## config.mk

```make
export PLATFORM = sky130hd
export DESIGN_NAME = xpc_host
export DESIGN_NICKNAME = d
export VERILOG_FILES = /design/src/hdl/xpc_phase_timer.v /design/src/hdl/xpc_host.v
export VERILOG_INCLUDE_DIRS = /design/src /design/src/hdl
export SDC_FILE = /design/constraint.sdc
export NUM_CORES = 1
export LEC_CHECK = 0
export ABC_AREA = 1
export BUFFER_PORTS_ARGS = -buffer_cell sky130_fd_sc_hd__buf_2
export CORE_MARGIN = 3
export CORE_UTILIZATION = 35
export DETAILED_ROUTE_END_ITERATION = 8
export PLACE_DENSITY = 0.53
export SKIP_LAST_GASP = 1
export SLEW_MARGIN = 15
export SYNTH_ARGS = -nofsm -noshare
export SYNTH_HDL_FRONTEND = slang
export SYNTH_SLANG_ARGS = --single-unit
```

## constraint.sdc

```tcl
create_clock -name clk -period 2.75 [get_ports clk]
set_clock_uncertainty 0.1 [all_clocks]
set_input_delay 0.6875 -clock clk [delete_from_list [all_inputs] [get_ports clk]]
set_output_delay 0.6875 -clock clk [all_outputs]
set_load 0.05 [all_outputs]
```

## src/hdl/xpc_consts.vh

```
// Purpose: Constants for the crosspoint control port host controller.
// Assumes: 250 MHz system clock, 32-bit APB register bus.
// Notes: Times are in ns; cycle counts are derived in the main module.
`ifndef XPC_CONSTS_VH
`define XPC_CONSTS_VH

`define XPC_CLK_NS 4
`define XPC_SETUP_NS 8
`define XPC_STROBE_NS 20
`define XPC_HOLD_NS 8
`define XPC_RESET_NS 100

`define XPC_OFF_CMD 12'h000
`define XPC_OFF_TARGET 12'h004
`define XPC_OFF_STATUS 12'h008

`define XPC_OP_WRITE 2'h0
`define XPC_OP_UPDATE 2'h1
`define XPC_OP_READ 2'h2
`define XPC_OP_RESET 2'h3

`define XPC_BANK_BIT 6
`define XPC_NUM_MSB 5
`define XPC_DATA_LSB 8
`define XPC_DATA_MSB 13
`define XPC_ST_BUSY 0
`define XPC_ST_ERR 1
`define XPC_ST_PRIMED 2

`define XPC_NUM_OUTPUTS 34
`define XPC_LAST_OUTPUT 6'h21
`define XPC_BROADCAST 6'h3f
`define XPC_CYC_ONE 8'h01

`endif

```

## src/hdl/xpc_phase_timer.v

```verilog
// Purpose: Counts the cycles of one bus phase of the crosspoint controller.
// Assumes: load_val is at least one.
// Notes: last is high in the final cycle of a phase of load_val cycles.
`timescale 1ns/1ps
`include "xpc_consts.vh"
module xpc_phase_timer (
  input wire clk,
  input wire resetn,
  input wire load,
  input wire [7:0] load_val,
  output wire last
);
  reg [7:0] count_reg;
  reg [7:0] count_next;

  always @* begin
    count_next = count_reg;
    if (load) begin
      count_next = load_val;
    end else if (count_reg != 8'h00) begin
      count_next = count_reg - `XPC_CYC_ONE;
    end
  end

  always @(posedge clk or negedge resetn) begin
    if (!resetn) begin
      count_reg <= 8'h00;
    end else begin
      count_reg <= count_next;
    end
  end

  assign last = (count_reg == `XPC_CYC_ONE);
endmodule // xpc_phase_timer

```

## src/hdl/xpc_host.v

```verilog
// Purpose: Host controller that drives the parallel control pins of a 34x34 crosspoint.
// Assumes: APB slave with zero wait states; device pins sampled synchronously.
// Notes: Each command except reset runs setup, strobe and hold phases on the device pins; reset runs the device reset phase.
`timescale 1ns/1ps
`include "xpc_consts.vh"
module xpc_host (
  input wire clk,
  input wire resetn,
  input wire psel,
  input wire penable,
  input wire pwrite,
  input wire [11:0] paddr,
  input wire [31:0] pwdata,
  output wire pready,
  output reg [31:0] prdata,
  output reg pslverr,
  output reg [6:0] output_number_field,
  output reg [5:0] config_word_pins_out,
  output reg config_word_pins_oe,
  input wire [5:0] config_word_pins_in,
  output reg write_strobe_n,
  output reg transfer_strobe_n,
  output reg readback_enable_n,
  output reg chip_select_n,
  output reg device_reset_n
);
  localparam integer SETUP_RAW = (`XPC_SETUP_NS + `XPC_CLK_NS - 1) / `XPC_CLK_NS;
  localparam integer STROBE_RAW = (`XPC_STROBE_NS + `XPC_CLK_NS - 1) / `XPC_CLK_NS;
  localparam integer HOLD_RAW = (`XPC_HOLD_NS + `XPC_CLK_NS - 1) / `XPC_CLK_NS;
  localparam integer RESET_RAW = (`XPC_RESET_NS + `XPC_CLK_NS - 1) / `XPC_CLK_NS;
  localparam [7:0] SETUP_CYC = SETUP_RAW[7:0];
  localparam [7:0] STROBE_CYC = STROBE_RAW[7:0];
  localparam [7:0] HOLD_CYC = HOLD_RAW[7:0];
  localparam [7:0] RESET_CYC = RESET_RAW[7:0];

  localparam [2:0] ST_IDLE = 3'h0;
  localparam [2:0] ST_SETUP = 3'h1;
  localparam [2:0] ST_STROBE = 3'h2;
  localparam [2:0] ST_HOLD = 3'h3;
  localparam [2:0] ST_RESET = 3'h4;

  reg [2:0] state_reg;
  reg [2:0] state_next;
  reg [1:0] op_reg;
  reg [6:0] target_addr_reg;
  reg [5:0] target_data_reg;
  reg [5:0] readback_reg;
  reg err_reg;
  reg boot_reg;
  reg [33:0] conn_mask_reg;
  reg [33:0] cur_mask_reg;
  reg timer_load;
  reg [7:0] timer_val;
  wire phase_last;
  wire apb_write;
  wire apb_setup;
  wire cmd_write;
  wire [5:0] num;
  wire addr_ok;
  wire cmd_ok;
  wire primed;
  wire [33:0] hit_mask;
  wire [33:0] one_hot;

  assign pready = 1'b1;
  assign apb_write = psel & penable & pwrite;
  assign apb_setup = psel & ~penable;
  assign cmd_write = apb_write & (paddr == `XPC_OFF_CMD);
  assign num = target_addr_reg[`XPC_NUM_MSB:0];
  // Writes need a real output or the broadcast code, reads a real output; update and reset accept any target.
  assign addr_ok = (num <= `XPC_LAST_OUTPUT) | (num == `XPC_BROADCAST);
  assign cmd_ok = (pwdata[1:0] == `XPC_OP_UPDATE) | (pwdata[1:0] == `XPC_OP_RESET) |
                  (addr_ok & ~((pwdata[1:0] == `XPC_OP_READ) &
                  (num == `XPC_BROADCAST)));
  assign one_hot = {33'h0_0000_0000, 1'b1} << num;
  assign hit_mask = (num == `XPC_BROADCAST) ? {34{1'b1}} : one_hot;
  assign primed = (&conn_mask_reg) & (&cur_mask_reg);

  xpc_phase_timer u_timer (
    .clk(clk),
    .resetn(resetn),
    .load(timer_load),
    .load_val(timer_val),
    .last(phase_last)
  );

  always @* begin
    state_next = state_reg;
    timer_load = 1'b0;
    timer_val = SETUP_CYC;
    case (state_reg)
      ST_IDLE: begin
        if (cmd_write & cmd_ok) begin
          timer_load = 1'b1;
          if (pwdata[1:0] == `XPC_OP_RESET) begin
            state_next = ST_RESET;
            timer_val = RESET_CYC;
          end else begin
            state_next = ST_SETUP;
          end
        end
      end
      ST_SETUP: begin
        if (phase_last) begin
          state_next = ST_STROBE;
          timer_load = 1'b1;
          timer_val = STROBE_CYC;
        end
      end
      ST_STROBE: begin
        if (phase_last) begin
          state_next = ST_HOLD;
          timer_load = 1'b1;
          timer_val = HOLD_CYC;
        end
      end
      ST_HOLD: begin
        if (phase_last) begin
          state_next = ST_IDLE;
        end
      end
      ST_RESET: begin
        // The first cycle after reset arms the timer of the power-up device reset.
        if (boot_reg) begin
          timer_load = 1'b1;
          timer_val = RESET_CYC;
        end else if (phase_last) begin
          state_next = ST_IDLE;
        end
      end
      default: begin
        state_next = ST_IDLE;
      end
    endcase
  end

  always @(posedge clk or negedge resetn) begin
    if (!resetn) begin
      state_reg <= ST_RESET;
      op_reg <= `XPC_OP_RESET;
      target_addr_reg <= 7'h00;
      target_data_reg <= 6'h00;
      readback_reg <= 6'h00;
      err_reg <= 1'b0;
      boot_reg <= 1'b1;
      conn_mask_reg <= 34'h0_0000_0000;
      cur_mask_reg <= 34'h0_0000_0000;
      prdata <= 32'h0000_0000;
      pslverr <= 1'b0;
    end else begin
      state_reg <= state_next;
      boot_reg <= 1'b0;
      if (state_reg == ST_IDLE && cmd_write) begin
        op_reg <= pwdata[1:0];
      end
      if (apb_write && paddr == `XPC_OFF_TARGET && state_reg == ST_IDLE) begin
        target_addr_reg <= pwdata[6:0];
        target_data_reg <= pwdata[`XPC_DATA_MSB:`XPC_DATA_LSB];
      end
      // A refused command sets the error flag even when it is cleared in the same cycle.
      if (cmd_write && (state_reg != ST_IDLE || !cmd_ok)) begin
        err_reg <= 1'b1;
      end else if (apb_write && paddr == `XPC_OFF_STATUS && pwdata[`XPC_ST_ERR]) begin
        err_reg <= 1'b0;
      end
      if (state_reg == ST_STROBE && phase_last && op_reg == `XPC_OP_READ) begin
        readback_reg <= config_word_pins_in;
      end
      if (state_reg == ST_STROBE && phase_last && op_reg == `XPC_OP_WRITE) begin
        if (target_addr_reg[`XPC_BANK_BIT]) begin
          cur_mask_reg <= cur_mask_reg | hit_mask;
        end else begin
          conn_mask_reg <= conn_mask_reg | hit_mask;
        end
      end
      if (state_reg == ST_RESET) begin
        conn_mask_reg <= {34{1'b1}};
        cur_mask_reg <= {34{1'b1}};
      end
      if (apb_setup) begin
        pslverr <= 1'b0;
        prdata <= 32'h0000_0000;
        if (paddr == `XPC_OFF_TARGET) begin
          prdata <= {18'h0_0000, target_data_reg, 1'b0, target_addr_reg};
        end else if (paddr == `XPC_OFF_STATUS) begin
          prdata <= {18'h0_0000, readback_reg, 5'h00, primed, err_reg,
                     state_reg != ST_IDLE};
        end else if (paddr != `XPC_OFF_CMD) begin
          pslverr <= 1'b1;
        end
      end
    end
  end

  // Pin drivers: all strobes are levels held across the whole strobe phase.
  always @(posedge clk or negedge resetn) begin
    if (!resetn) begin
      output_number_field <= 7'h00;
      config_word_pins_out <= 6'h00;
      config_word_pins_oe <= 1'b0;
      write_strobe_n <= 1'b1;
      transfer_strobe_n <= 1'b1;
      readback_enable_n <= 1'b1;
      chip_select_n <= 1'b1;
      device_reset_n <= 1'b0;
    end else begin
      output_number_field <= target_addr_reg;
      config_word_pins_out <= target_data_reg;
      device_reset_n <= (state_next != ST_RESET);
      chip_select_n <= ~((state_next == ST_SETUP) | (state_next == ST_STROBE) |
                         (state_next == ST_HOLD));
      config_word_pins_oe <= (state_next != ST_IDLE) & (state_next != ST_RESET) &
                             (op_reg == `XPC_OP_WRITE || state_reg == ST_IDLE) &
                             ~(state_reg == ST_IDLE & cmd_write &
                             pwdata[1:0] != `XPC_OP_WRITE);
      write_strobe_n <= ~((state_next == ST_STROBE) & (op_reg == `XPC_OP_WRITE));
      transfer_strobe_n <= ~((state_next == ST_STROBE) & (op_reg == `XPC_OP_UPDATE));
      readback_enable_n <= ~((state_next == ST_STROBE) & (op_reg == `XPC_OP_READ));
    end
  end
endmodule // xpc_host

```

==> run metrics, run 1 <==
setup TNS 0 ns; delay of the slowest cell on the worst path 0.39 ns; Iteration-0 DRC Markers 297; Sink Count 135; CP top delay family simple AND/OR/NAND/NOR gates; Final Max Tran Viols 0; die span in x 140 um; GRT Total Usage 15.7%; synth-to-layout area growth 17.6%; routed vias/inst 4.90; CTS Buf Count 17; postcts setup bufs 0; Critical Path Sink Type flip-flop; RSZ-0062 raised after global routing false; status finished clean; nets 805; Hold Path Class in -> async; fin crit share 77.6%; n_diodes 0; Max-Cap Viols 0; Root Driver clkbuf_16; minimum clock period 2.13 ns; initial antenna violation count 0; drc violations 0; Final Hold Vio Count 0; Slew headroom 59.0%; Port Buffers 68; hpwl dp 10.9 mm; top cells by count, synth nand2_1, dfrtp_1, inv_1; Post-CTS Resized 0; Slew @ Worst Pin 0.616 ns; syn avg cell area 9.36 um^2; CTS Hold Bufs 0; die area 19500 um^2; synth warn 0; EDFF count, synth 0; fraction of layout cells with a size suffix above 1 26.4%; LEAKAGE 3.74 nW; clk slew on worst S/H paths 0.06 ns; placed cell area 6800 um^2; most common flop cell mapped by yosys dfrtp_1; initial core utilization 35.9%; gr ovfl total 0; Crit-path slowest cell dfrtp_1; critical path class reg -> reg; asr flop ratio synth 100%; CTS max path bufs 2; CTS tree built; crit path DAT 2.39 ns; GPL Wtd Cong 0.861; mapped cell area 6260 um^2; Die Y 140 um; largest fanout on the critical path 33; drt first pass iters 5; row count 48; Critical Path RT 3.01 ns; H-tree levels 4; count of cell types in the netlist 38; setup violators final 0; sequential-to-total area share from yosys stat 54.1%; WP buf/inv 3; most numerous cell in the Yosys netlist nand2_1; vias in the first global route 4926; Reg2Reg Launch Point u_timer.count_reg[1]; CP Launch Type flip-flop; FMAX 469 MHz; largest net degree at the start of global routing 66; largest area contributor in the netlist dfrtp_1; pwr dens 672 nW/um^2; Synth top area share 50.8%; cell area after layout 7360 um^2; Final ANT Viol Nets 0; Vias 4822; first-pass GRT wire length 24.6 mm; Worst Setup SP u_timer.count_reg[1]; CP Cell Sequence inv_1, ha_1, nand2_2, nor2_4, inv_2, nor2_4, nand2_2, nand2_4, buf_4, nand3_1, nand2_1; core footprint 17400 um^2; Clock Latency Late Sink 0.43 ns; synth top area cells dfrtp_1, nand2_1, a31o_2, inv_1, nor2_1; VDD IR max 0.000434 V; post-synthesis instance total 669; #FFs+latches synth 135; num ports 108; WL final 14.8 mm; routed len/inst 15.0 um
-- power breakdown --
part / internal (W) / switching, W
sequential: 0.00208 / 0.0000683
combinational: 0.000206 / 0.000432
clock: 0.00127 / 0.000889
-- metrics by stage --
step	setup WS, ns	total power [W]	cells	hold slack (ns)	utilization [%]
finish	0.617	0.00495	985	0.148	42.3
CTS	0.606	0.00499	985	0.169	42.3
floorplan	0.787	0.00267	688	0.254	-
detailed placement	0.467	0.00282	953	0.270	39.0
global route	0.443	0.00518	985	0.176	42.3
global placement	0.515	0.00280	953	0.262	39.0
-- worst register-to-register path, delay by kind of cell (launching register included) --
kind | cells | cell delay (ns)
buffers and inverters | 3 | 0.47
DFF | 1 | 0.39
and+or+nand+nor | 7 | 0.95
adders and majority gates | 1 | 0.17
-- area by class of cell --
cell class                 instances  area, um^2
fill                            1751       10100
tap                              225         282
inverter                          73         274
timing repair buffer              81         469
multi-input combinational        439        2380
sequential                       135        3390
clock inverter                    13         123
clock buffer                      19         443
-- layout by cell type (no fill, tap or decap), types with 4 or more instances in the layout --
cell type and n:
nor2_1 63, nand4_1 13, nor3_1 18, nor2_4 4
a31oi_1 5, buf_2 67, o31ai_1 6, clkbuf_16 17
a21oi_1 13, xor2_1 4, o21ai_0 17, buf_4 11
mux2_2 7, clkinvlp_4 4, a31o_1 8, mux2_4 4
dfstp_2 8, a31o_2 46, nor2_2 4, inv_1 67
nand3_1 36, conb_1 21, nand2_1 147, dfrtp_1 127
nand2_2 5
-- cell families after synthesis --
logic type	Yosys count	share of synthesized area, %
AOI/OAI and AO/OA	101	12.0
muxes	11	2.22
other	2	0.120
and+or+nand+nor	297	21.1
buffers and inverters	114	8.97
DFF	135	54.1
xor gates and xnor gates	6	0.839
adders and majority gates	3	0.600
-- path summary, 6_finish.rpt --
path	slack [ns]	cells after the start	endpoint
setup / recovery	0.62	11	cur_mask_reg[14]
hold / removal	0.15	1	target_data_reg[0]
setup reg to reg	0.62	11	cur_mask_reg[14]
hold reg to reg	0.28	0	config_word_pins_out[4]
max in group asynchronous	1.64	2	cur_mask_reg[27]
min in group clk	0.28	0	config_word_pins_out[4]
-- layer usage --
metal / vias up / track usage [%] / wire, um
met5: - / 0 / 0
met4: 0 / 5.66 / 262
met3: 18 / 3.99 / 556
met2: 110 / 24.9 / 7060
met1: 2370 / 20.9 / 6920
li1: 2324 / - / -
No activity file was read; power rests on OpenSTA's default activity.
==> run 2: changes to the inputs <==
Clock period 2.75 ns to 2.1 ns, I/O delays scaled along.
==> run 2 against run 1 <==
Compared with the run above:
- non-clock buffer count increased by 10
- register-to-register slack got worse by 0.41 ns
- worst hold slack improved by 0.086 ns
- via count increased by 0.21%
- design area increased by 2.5%
- wire length increased by 0.66%
- combinational power increased by 33%
- sequential share of layout area decreased by 1.1 points
- critical path type unchanged
- highest routed layer unchanged
==> run metrics, run 2 (synthesis gave the netlist of run 1 again) <==
minimum clock period 1.90 ns; initial core utilization 35.9%; clk slew on worst S/H paths 0.06 ns; Iteration-0 DRC Markers 279; first-pass GRT wire length 24.6 mm; Clock Latency Late Sink 0.42 ns; crit path DAT 2.15 ns; Post-CTS Resized 0; synth-to-layout area growth 20.5%; GPL Wtd Cong 0.834; fin cells 995; FMAX 527 MHz; pwr dens 895 nW/um^2; most frequent cells in the layout nand2_1, dfrtp_1, inv_1, buf_2, nor2_1; VDD IR max 0.000538 V; routed len/inst 15.0 um; most common cell after layout, fill and taps aside nand2_1; combinational power share 12.5%; row count 48; core footprint 17400 um^2; die span in x 140 um; Internal Power 0.00495 W; Vias 4832; Die Y 140 um; setup TNS 0 ns; Final ANT Viol Nets 0; CTS max path bufs 2; Slew headroom 63.6%; drt first pass iters 5; placed cell area 6910 um^2; postcts setup bufs 0; Root Driver clkbuf_16; switching fraction of total power 26.7%; nets 815; gr ovfl total 0; Critical Path RT 2.35 ns; WL final 14.9 mm; H-tree levels 4; clock network power share 45.8%; Sink Count 135; Final Max Tran Viols 0; RSZ-0062 raised after global routing false; routed vias/inst 4.86; Core Util, Final 43.3%; # placed instances 962; largest fanout on the critical path 18; drc violations 0; n_diodes 0; Hold Path Class in -> reg; status finished clean; Final Hold Vio Count 0; LEAKAGE 3.84 nW; critical path class reg -> reg; Port Buffers 68; cell area after layout 7550 um^2; Tot Pwr 0.00675 W; die area 19500 um^2; largest net degree at the start of global routing 49; Reg power frac 41.7%; hpwl dp 11.1 mm; Critical Path Sink Type flip-flop; delay of the slowest cell on the worst path 0.39 ns; num ports 108; Max-Cap Viols 0; fin crit share 90.3%; setup violators final 0; CTS tree built; fraction of layout cells with a size suffix above 1 27.4%; Psw 0.00180 W; initial antenna violation count 0; CP Cell Sequence inv_1, ha_1, nand2_2, nor2_4, inv_2, nor2_4, nand2_2, nand2_4, buf_12, nand3_1, nand2_1; CTS Buf Count 17; CTS Hold Bufs 1; Slew @ Worst Pin 0.542 ns; GRT Total Usage 15.7%; CP Launch Type flip-flop; Crit-path slowest cell dfrtp_1; vias in the first global route 4851
==> run 2: final timing paths <==
path                                      start                      end  slack [ns]  depth (start not counted)
min in group asynchronous                resetn  config_word_pins_out[5]        0.45                          2
hold reg to reg              target_data_reg[4]  config_word_pins_out[4]        0.28                          0
max in group asynchronous                resetn             state_reg[2]        0.80                          3
setup / recovery           u_timer.count_reg[1]        conn_mask_reg[21]        0.20                         11
hold / removal                       pwdata[11]       target_data_reg[3]        0.23                          2
setup reg to reg           u_timer.count_reg[1]        conn_mask_reg[21]        0.20                         11
==> run 2: final cells by class <==
type / instances / area, um^2
Clock buffer: 19 / 453
Timing Repair Buffer: 91 / 597
Fill cell: 1736 / 9870
Multi-Input combinational cell: 439 / 2380
Clock inverter: 13 / 171
Sequential cell: 135 / 3390
Tap cell: 225 / 282
Inverter: 73 / 274
==> run 2: stage by stage <==
stage	hold slack, ns	setup WS [ns]
after floorplan	0.129	0.300
final	0.234	0.203
after detailed placement	0.266	0.102
after global placement	0.261	0.126
after CTS	0.215	0.196
after global routing	0.220	0.0568
==> run 2: critical path: cells and delay by family, from the launching register on <==
family,cells,cell delay (ns)
AND/OR/NAND/NOR,7,0.80
flip-flops,1,0.39
buffers and inverters,3,0.37
adder cells (fa/ha/maj),1,0.17
==> run 2: per-layer routing <==
metal	up-vias	global-route usage (%)	share of wire, %
li1	2351	-	-
met1	2373	21.5	47
met2	89	24.4	48
met3	19	3.99	3.7
met4	0	5.15	1.6
met5	-	0	0
==> run 2: power by group through the flow <==
stage / logic [W] / clock network, W / registers [W]
global placement: 0.000828 / 0 / 0.00285
finish: 0.000847 / 0.00309 / 0.00281
floorplan: 0.000553 / 0 / 0.00294
global route: 0.000950 / 0.00330 / 0.00282
detailed placement: 0.000851 / 0 / 0.00286
CTS: 0.000858 / 0.00317 / 0.00281
==> run 3: changes to the inputs <==
==> constraint.sdc (replaced) <==
create_clock -name clk -period 2.1 [get_ports clk]
set_clock_uncertainty 0.1 [all_clocks]
set_input_delay 0.42 -clock clk [delete_from_list [all_inputs] [get_ports clk]]
set_output_delay 0.42 -clock clk [all_outputs]
set_load 0.05 [all_outputs]
==> run 3 against run 2 <==
Compared with the run above:
- first-iteration DRC count rose by 5.0%
- critical endpoint is now readback_reg[4]
- sequential power about the same
- fmax is 0.42% higher
- global-route usage is 0.19 points higher
- die area unchanged
- sequential cell count unchanged
- largest power group is now sequential cells
- design area decreased by 1.4%
- critical path type unchanged
- via count decreased by 0.79%
- highest routed layer unchanged
- setup slack better by 0.0078 ns
==> run metrics, run 3 (synthesis gave the netlist of run 1 again) <==
status finished clean; WL final 14.9 mm; critical path class reg -> reg; Tot Pwr 0.00644 W; FMAX 529 MHz; RSZ-0062 raised after global routing false; routed len/inst 15.0 um; Hold Path Class in -> reg; Critical Path RT 2.30 ns; GPL Wtd Cong 0.855; routed vias/inst 4.84; fraction of layout cells with a size suffix above 1 27.0%; Clock Latency Late Sink 0.42 ns; n_diodes 0; fin crit share 90.0%; num ports 108; crit path DAT 2.09 ns; row count 48; die area 19500 um^2; Die Y 140 um; Slew @ Worst Pin 0.525 ns; Max-Cap Viols 0; initial antenna violation count 0; CTS tree built; postcts setup bufs 0; dpl ws 0.0987 ns; most frequent cells in the layout nand2_1, dfrtp_1, inv_1, buf_2, nor2_1; fill count 1725; # placed instances 958; Sink Count 135; Root Driver clkbuf_16; Port Buffers 68; minimum clock period 1.89 ns; CTS max path bufs 2; Worst Hold Depth 2; initial core utilization 35.9%; CP Launch Type flip-flop; drc violations 0; LEAKAGE 3.78 nW; Post-CTS Resized 0; worst reg2reg path depth 8; vias in the first global route 4793; most common cell after layout, fill and taps aside nand2_1; fin cells 991; nets 811; die span in x 140 um; CTS Buf Count 17; GRT Total Usage 15.9%; Final Worst Setup Slack 0.211 ns; setup TNS 0 ns; Slew headroom 64.7%; core footprint 17400 um^2; drt first pass iters 4; gr ovfl total 0; synth-to-layout area growth 18.9%; VDD IR max 0.000563 V; Final Hold Vio Count 0; hpwl dp 11.1 mm; Iteration-0 DRC Markers 293; placed cell area 6870 um^2; Vias 4794; H-tree levels 4; largest net degree at the start of global routing 56; Critical Path Sink Type flip-flop; setup violators final 0; clk slew on worst S/H paths 0.06 ns; pwr dens 864 nW/um^2; Final ANT Viol Nets 0; largest fanout on the critical path 6; Final Max Tran Viols 0; cell area after layout 7440 um^2; first-pass GRT wire length 24.8 mm
run 3: final cells by class:
cell class,instances,area [um^2],share of cell area (%)
flip-flops and latches,135,3390,45.5
multi-input cells,439,2380,32.0
repair buffers,87,554,7.45
clock buffers,17,425,5.71
well taps,225,282,3.78
inverters,73,274,3.68
clock inverters,15,139,1.87
run 3: final timing paths:
check                      slack [ns]                 endpoint                  from
max in group asynchronous        0.89        conn_mask_reg[10]                resetn
max reg2reg                      0.21          readback_reg[4]  u_timer.count_reg[1]
min reg2reg                      0.30  config_word_pins_out[4]    target_data_reg[4]
min                              0.13       target_data_reg[3]            pwdata[11]
max                              0.21          readback_reg[4]  u_timer.count_reg[1]
min in group asynchronous        0.37       target_data_reg[0]                resetn
run 3: worst max-delay path, cell delays in order, from the launching register on:
cell and delay, ns:
dfrtp_1 0.39, inv_1 0.11, ha_1 0.17, nand2_2 0.07, nor2_4 0.19, inv_2 0.07
nor2_4 0.11, nand2_1 0.22, mux2_2 0.34
run 3: power by group:
group / switching (W) / leakage [nW] / internal [W]
Sequential: 0.0000888 / 1.74 / 0.00272
Clock: 0.00123 / 0.270 / 0.00155
Combinational: 0.000558 / 1.77 / 0.000280
run 3: repair_timing:
action                                  in CTS  in global routing
hold endpoints to repair                    30                  0
hold buffers                                 1                  0
endpoints found under the setup margin       0                  0
run 3: layer usage:
metal	global-route usage (%)	vias up	routed length [um]
li1	-	2339	-
met1	21.5	2326	6890
met2	25.0	113	7130
met3	4.19	16	618
met4	5.05	0	216
met5	0	-	0
run 3: stage by stage:
step	hold slack (ns)	utilization, %
after floorplan	0.0244	-
after global placement	0.252	39.4
after detailed placement	0.261	39.4
after CTS	0.110	42.7
after global routing	0.110	42.7
final	0.130	42.7
